## src/cpm_map.svh

```systemverilog
// constants for the configuration pin mode selector
`ifndef CPM_MAP_SVH
`define CPM_MAP_SVH
`define CPM_CLK_PERIOD_PS   32'h1388
`define CPM_WAKE_MAX_US     32'h19
`define CPM_WAKE_TYP_US     32'h5
`define CPM_PS_PER_US       32'hf4240
`define CPM_WAKE_MAX_CYC    ((`CPM_WAKE_MAX_US * `CPM_PS_PER_US) / `CPM_CLK_PERIOD_PS)
`define CPM_WAKE_TYP_CYC    ((`CPM_WAKE_TYP_US * `CPM_PS_PER_US) / `CPM_CLK_PERIOD_PS)
`define CPM_READOUT_RST     1'h0
`define CPM_SHARED_PIN_RST  1'h0
`define CPM_BUFFER_EN_RST   1'h0
`endif

```

## src/cpm_pkg.sv

```systemverilog
// types for the configuration pin mode selector
package cpm_pkg;
  typedef enum logic [2:0] {
    CPM_ST_ACTIVE  = 3'h1,
    CPM_ST_STANDBY = 3'h2,
    CPM_ST_WAKING  = 3'h4
  } cpm_power_t;
endpackage : cpm_pkg

```

## src/cpm_pin_mode.sv

```systemverilog
// pin role selection for the converter's configuration pins
// Operation
// - reset pin held high keeps every internal register at default values; here only readout_reg_o is held, the standby state machine still runs.
// - reset low makes the serial clock pin the programming port clock.
// - reset low makes the data pin the programming port data input.
// - reset high makes the data pin a standby control input.
// - reset low makes the enable pin frame programming port transfers.
// - output buffers enabled while output enable pin high, disabled when low.
// - shared pin shows overflow, or serial read data when readout bit set.
// - valid data at most 25 us after leaving standby.
`timescale 1ns/1ps
`default_nettype none
`include "cpm_map.svh"

module cpm_pin_mode
  import cpm_pkg::*;
#(
  parameter int unsigned WAKE_CYCLES = `CPM_WAKE_MAX_CYC
)(
  input  wire logic clk_i,
  input  wire logic rst_i,
  input  wire logic cfg_reset_pin_i,
  input  wire logic cfg_serial_clock_i,
  input  wire logic cfg_serial_data_or_standby_i,
  input  wire logic cfg_serial_enable_i,
  input  wire logic output_enable_i,
  input  wire logic readout_bit_i,
  input  wire logic overflow_i,
  input  wire logic serial_read_data_i,
  input  wire logic data_valid_i,
  output logic      port_clock_o,
  output logic      port_data_o,
  output logic      port_enable_o,
  output logic      port_active_o,
  output logic      regs_hold_default_o,
  output logic      standby_o,
  output logic      data_valid_o,
  output logic      output_buffer_en_o,
  output logic      overflow_or_readout_pin_o,
  output logic      readout_reg_o
);

  localparam int unsigned   CW        = $clog2(WAKE_CYCLES + 1);
  localparam logic [CW-1:0] WAKE_LAST = CW'(WAKE_CYCLES - 1);
  localparam logic [CW-1:0] WAKE_STEP = CW'(1);

  cpm_power_t    power_reg;
  logic [CW-1:0] wake_cnt_reg;
  logic          serial_mode;
  logic          standby_req;
  logic          wake_done;
  logic          shared_pin_src;

  // the reset pin level is used unregistered so roles follow it without delay
  assign serial_mode = ~cfg_reset_pin_i;

  // gating keeps a floating line in the other mode from clocking the port
  cpm_pin_gate #(
    .IDLE (1'h0)
  ) u_clock_gate (
    .sel_i (serial_mode),
    .pin_i (cfg_serial_clock_i),
    .pin_o (port_clock_o)
  );

  cpm_pin_gate #(
    .IDLE (1'h0)
  ) u_data_gate (
    .sel_i (serial_mode),
    .pin_i (cfg_serial_data_or_standby_i),
    .pin_o (port_data_o)
  );

  // enable idles high, which the port reads as no transfer framed
  cpm_pin_gate #(
    .IDLE (1'h1)
  ) u_enable_gate (
    .sel_i (serial_mode),
    .pin_i (cfg_serial_enable_i),
    .pin_o (port_enable_o)
  );

  assign port_active_o       = serial_mode & ~cfg_serial_enable_i;
  assign regs_hold_default_o = cfg_reset_pin_i;

  // readout select; held at its default while reset pin is high
  always_ff @(posedge clk_i or posedge rst_i)
  begin
    if (rst_i)
    begin
      readout_reg_o <= `CPM_READOUT_RST;
    end
    else if (cfg_reset_pin_i)
    begin
      readout_reg_o <= `CPM_READOUT_RST;
    end
    else
    begin
      readout_reg_o <= readout_bit_i;
    end
  end

  // the pin switches one cycle after the select, never mid-cycle
  always_comb
  begin
    if (readout_reg_o)
    begin
      shared_pin_src = serial_read_data_i;
    end
    else
    begin
      shared_pin_src = overflow_i;
    end
  end

  always_ff @(posedge clk_i or posedge rst_i)
  begin
    if (rst_i)
    begin
      overflow_or_readout_pin_o <= `CPM_SHARED_PIN_RST;
    end
    else
    begin
      overflow_or_readout_pin_o <= shared_pin_src;
    end
  end

  always_ff @(posedge clk_i or posedge rst_i)
  begin
    if (rst_i)
    begin
      output_buffer_en_o <= `CPM_BUFFER_EN_RST;
    end
    else
    begin
      output_buffer_en_o <= output_enable_i;
    end
  end

  // standby is only meaningful while the data pin is a control input
  assign standby_req = cfg_reset_pin_i & cfg_serial_data_or_standby_i;

  // the counter gives the worst case; a ready core may end the wait early
  assign wake_done = data_valid_i | (wake_cnt_reg == WAKE_LAST);

  always_ff @(posedge clk_i or posedge rst_i)
  begin
    if (rst_i)
    begin
      power_reg <= CPM_ST_ACTIVE;
    end
    else
    begin
      case (power_reg)
        CPM_ST_ACTIVE:
        begin
          if (standby_req)
          begin
            power_reg <= CPM_ST_STANDBY;
          end
        end
        CPM_ST_STANDBY:
        begin
          if (!standby_req)
          begin
            power_reg <= CPM_ST_WAKING;
          end
        end
        CPM_ST_WAKING:
        begin
          if (standby_req)
          begin
            power_reg <= CPM_ST_STANDBY;
          end
          else if (wake_done)
          begin
            power_reg <= CPM_ST_ACTIVE;
          end
        end
        default:
        begin
          power_reg <= CPM_ST_ACTIVE;
        end
      endcase
    end
  end

  always_ff @(posedge clk_i or posedge rst_i)
  begin
    if (rst_i)
    begin
      wake_cnt_reg <= '0;
    end
    else if (power_reg == CPM_ST_WAKING)
    begin
      wake_cnt_reg <= wake_cnt_reg + WAKE_STEP;
    end
    else
    begin
      wake_cnt_reg <= '0;
    end
  end

  assign standby_o    = (power_reg == CPM_ST_STANDBY);
  assign data_valid_o = (power_reg == CPM_ST_ACTIVE);

endmodule : cpm_pin_mode

// passes a pin through in its own mode and parks it at a safe level otherwise
module cpm_pin_gate
#(
  parameter logic IDLE = 1'h0
)(
  input  wire logic sel_i,
  input  wire logic pin_i,
  output logic      pin_o
);

  always_comb
  begin
    if (sel_i)
    begin
      pin_o = pin_i;
    end
    else
    begin
      pin_o = IDLE;
    end
  end

endmodule : cpm_pin_gate
`default_nettype wire

```

## config.mk

```make
export PLATFORM = sky130hd
export DESIGN_NAME = cpm_pin_mode
export DESIGN_NICKNAME = d
export VERILOG_FILES = /design/src/cpm_pkg.sv /design/src/cpm_pin_mode.sv
export VERILOG_INCLUDE_DIRS = /design/src
export SDC_FILE = /design/constraint.sdc
export NUM_CORES = 1
export LEC_CHECK = 0
export BUFFER_PORTS_ARGS = -buffer_cell sky130_fd_sc_hd__buf_2
export CAP_MARGIN = 40
export CELL_PAD_IN_SITES_DETAIL_PLACEMENT = 1
export CELL_PAD_IN_SITES_GLOBAL_PLACEMENT = 2
export CORE_MARGIN = 2
export CORE_UTILIZATION = 32
export CTS_CLUSTER_SIZE = 25
export DETAILED_ROUTE_END_ITERATION = 16
export PLACE_DENSITY_LB_ADDON = 0.1
export SLEW_MARGIN = 20
export SYNTH_ARGS = -nofsm -noshare
export SYNTH_HDL_FRONTEND = slang
export SYNTH_SLANG_ARGS = --single-unit
```

## constraint.sdc

```tcl
create_clock -name clk_i -period 1.9 [get_ports clk_i]
set_input_delay 0.38 -clock clk_i [delete_from_list [all_inputs] [get_ports clk_i]]
set_output_delay 0.38 -clock clk_i [all_outputs]
set_load 0.02 [all_outputs]
```

==> results.txt <==
----------------------------------------------------
[Floorplan]
  Die H ... 57.83 um
  Floorplan Core Area ... 2758 sq um
  Die X-Extent ... 57.83 um
  I/O Pins ... 21
  Starting utilization of the core area ... 33.62%
  Die Outline Area ... 3344 sq um
  Number of rows in the core area ... 19

[Setup path]
  Category of the worst setup path capture point ... primary output
  Worst Path Arrival ... 1.44 ns
  Critical path start-end classification ... register to primary output
  Crit-path max FO ... 4
  WP data required ... 1.52 ns
  Kind of start point of the critical path ... register
  Delay of the slowest critical-path stage ... 0.49 ns
  Launch point of the critical path ... power_reg[1]
  Count of cells along the worst register-to-register path ... 4
  Register-to-register setup slack ... 0.27 ns
  Destination of the worst register-to-register timing path ... wake_cnt_reg[12]
  Reg-to-reg startpoint ... wake_cnt_reg[0]
  Worst-path cell with the longest stage delay ... sky130_fd_sc_hd__or3b_2
  Cells along the critical path ... or3b_2 -> inv_1 -> buf_2

[Synth]
  Cell accounting for the most synthesized area ... sky130_fd_sc_hd__dfrtp_1
  Number of instances in the synthesized netlist ... 91
  FFs w/ async S/R, synth ... 100.0%
  Mapped Avg Cell Area ... 10.19 sq um
  EDFF count, synth ... 0
  Part of the Yosys area used for sequential elements ... 51.42%
  Post-Syn Area ... 927.1 sq um
  Most used flip-flop cell after synthesis ... sky130_fd_sc_hd__dfrtp_1
  Area share of the leading cell type in the synthesized netlist ... 48.58%
  Post-synthesis sequential element count ... 19
  Number of warnings reported in the yosys synthesis log ... 0
  Number of distinct standard cells referenced by the synthesized netlist ... 29
  Ranking of synthesized cells by area ... sky130_fd_sc_hd__dfrtp_1, sky130_fd_sc_hd__a21oi_1, sky130_fd_sc_hd__o31ai_1
  Net Count, Synth ... 103

[Global routing]
  Number of global-route vias before repair ... 732
  Number of antenna violations at the first check in global routing ... 0
  Maximum number of pins on one net before global-route repair ... 18
  Most crowded layer after global routing ... met2
  GR Layer Usage met1 ... 18.56%
  Met3 Usage GRT ... 2.679%
  Met2 capacity usage during global routing ... 19.32%
  Global-route wire length before repair ... 3360 um
  Remaining global-route overflow ... 0
  All-Layer GR Usage ... 12.98%

[Worst hold path]
  Classification of the worst-slack hold path ... input port to register
  Worst Hold Path EP ... output_buffer_en_o
  Source of the worst hold timing path ... output_enable_i
  Cell depth of the worst hold path ... 1

[Cells and area]
  Flip-flop count of the largest register, all copies and words added ... 13
  Share of cells above drive strength 1 ... 27.97%
  Top library cells by usage in the layout, fill and taps aside ... sky130_fd_sc_hd__buf_2, sky130_fd_sc_hd__dfrtp_1, sky130_fd_sc_hd__a21oi_1
  Leading cell type in the layout, fill and taps excluded ... sky130_fd_sc_hd__buf_2
  Nets ... 131
  Ant diodes ... 0
  Number of non-filler instances in the completed layout ... 149
  Area Growth Syn to Fin ... 21.19%

[Timing]
  Share of the cycle needed by the critical path after routing ... 95.95%
  Min Tclk post-route ... 1.823 ns
  Setup TNS ... 0 ns
  Number of pins exceeding their max-slew limit in the final report ... 0
  Layout Skew ... 0.004871 ns
  Setup violation total in the final timing report ... 0
  Unrepaired setup endpoints after global routing ... false
  Max_slew headroom ... 79.44%
  Peak Freq ... 548.5 MHz
  Actual slew at the worst max-slew pin ... 0.3076 ns
  Final number of hold-violating endpoints ... 0

[Pwr]
  Peak supply drop ... 0.3724 mV
  Static leakage ... 0.4898 nW
  Ratio of total power to cell area ... 629.8 nW/um^2
  Total power draw ... 0.0007076 W

[Drt]
  Number of DRC markers in iteration 0 ... 8
  Via-to-Cell Ratio ... 5.161
  Count of antenna-violating nets left after detailed routing ... 0
  Detailed-routing iteration count for the pre-antenna-repair pass ... 3
  Number of remaining DRC errors ... 0
  Overall via count from detail_route ... 769
  Wire length after detailed routing ... 2004 um
  Mean routed wirelength per cell ... 13.45 um

[Clock tree]
  Max Root-Sink Buffers ... 2
  Inserted Clock Buffers ... 3
  Maximum level of the CTS H-tree ... 1
  Clock input transition at the sequential cells of the worst setup and hold paths ... 0.10 ns
  Cell chosen for the clock root ... sky130_fd_sc_hd__clkbuf_4
  Post-CTS sizing ... 0
  # clock sinks ... 19
  CTS tree ... built
  Clock latency reported for the late side of the worst-skew pair ... 0.30 ns

[Placement]
  Cell total after placement ... 141
  Port Buffers ... 20
  Routability Congestion ... 0.6759
  DP HPWL ... 1492 um

[Outcome]
  Run status ... complete, no violations

[Job]
  Max-cap viol count ... 0

----------------------------------------------------
## logic make-up after synthesis
| logic type | count (synthesis) | share of synthesized area, % |
|---|---|---|
| buffers and inverters | 7 | 3.373 |
| AO/OA/AOI/OAI | 20 | 12.55 |
| multiplexers | 1 | 1.214 |
| flip-flops | 19 | 51.42 |
| adder cells (fa/ha/maj) | 1 | 1.349 |
| XOR/XNOR | 4 | 3.779 |
| AND/OR/NAND/NOR | 39 | 26.32 |
## report_power, final
part / switching [W] / internal (W) / leakage, nW
Sequential: 0.00000628 / 0.000414 / 0.256
Combinational: 0.0000444 / 0.0000367 / 0.219
Clock: 0.000124 / 0.0000817 / 0.0150
## synth_stat cells, types with 2 or more instances
cell type / number
sky130_fd_sc_hd__nor2b_1: 4
sky130_fd_sc_hd__xor2_1: 2
sky130_fd_sc_hd__o31ai_1: 5
sky130_fd_sc_hd__or4_1: 4
sky130_fd_sc_hd__nand2_1: 4
sky130_fd_sc_hd__a21oi_1: 9
sky130_fd_sc_hd__nor3b_1: 3
sky130_fd_sc_hd__xnor2_1: 2
sky130_fd_sc_hd__nor2_1: 4
sky130_fd_sc_hd__dfrtp_1: 18
sky130_fd_sc_hd__nand4_1: 2
sky130_fd_sc_hd__nand3_1: 6
sky130_fd_sc_hd__inv_1: 4
sky130_fd_sc_hd__nor4b_1: 2
sky130_fd_sc_hd__o21ai_0: 5
sky130_fd_sc_hd__or3_1: 4
## metrics by stage
step | hold WS [ns] | worst slack [ns] | util (%) | instance area [sq um]
4_1_cts | 0.1702 | 0.02463 | 39.93 | 1101
3_3_place_gp | 0.2387 | 0.3484 | 38.61 | 1065
2_1_floorplan | 0.3304 | 0.4450 | - | 927.1
5_1_grt | 0.1713 | 0.005995 | 40.74 | 1124
6_report | 0.1847 | 0.07699 | 40.74 | 1124
3_5_place_dp | 0.2415 | 0.2967 | 38.61 | 1065
## worst max-delay path by stage
stage	end	slack (ns)	depth (start not counted)
after floorplan	data_valid_o	0.44	1
after global placement	wake_cnt_reg[12]	0.35	4
after detailed placement	wake_cnt_reg[12]	0.30	4
after CTS	standby_o	0.02	3
after global routing	standby_o	0.006	3
final	standby_o	0.08	3
## cell type report
class | instances | area, sq um
Fill cell | 321 | 1634
Sequential cell | 19 | 476.7
Multi-Input combinational cell | 65 | 419.2
Timing Repair Buffer | 26 | 147.6
Tap cell | 31 | 38.79
Clock buffer | 4 | 26.28
Inverter | 4 | 15.01
## layer usage
metal  share of wire [%]  vias to the layer above
li1                    -                      384
met1                  50                      373
met2                  46                        8
met3                 2.1                        4
met4                 1.3                        0
met5                   0                        -
## critical path, delay by kind of cell, from the launching register on
kind                   cells  cell delay [ns]
buffers and inverters      2             0.25
flip-flops                 1             0.41
AND/OR/NAND/NOR            1             0.49
## timing repair
action	CTS	global route
hold buffers	1	0
setup endpoints to repair	0	1
setup buffers	0	3
hold endpoints to repair	2	0
No activity file was read; power rests on OpenSTA's default activity.
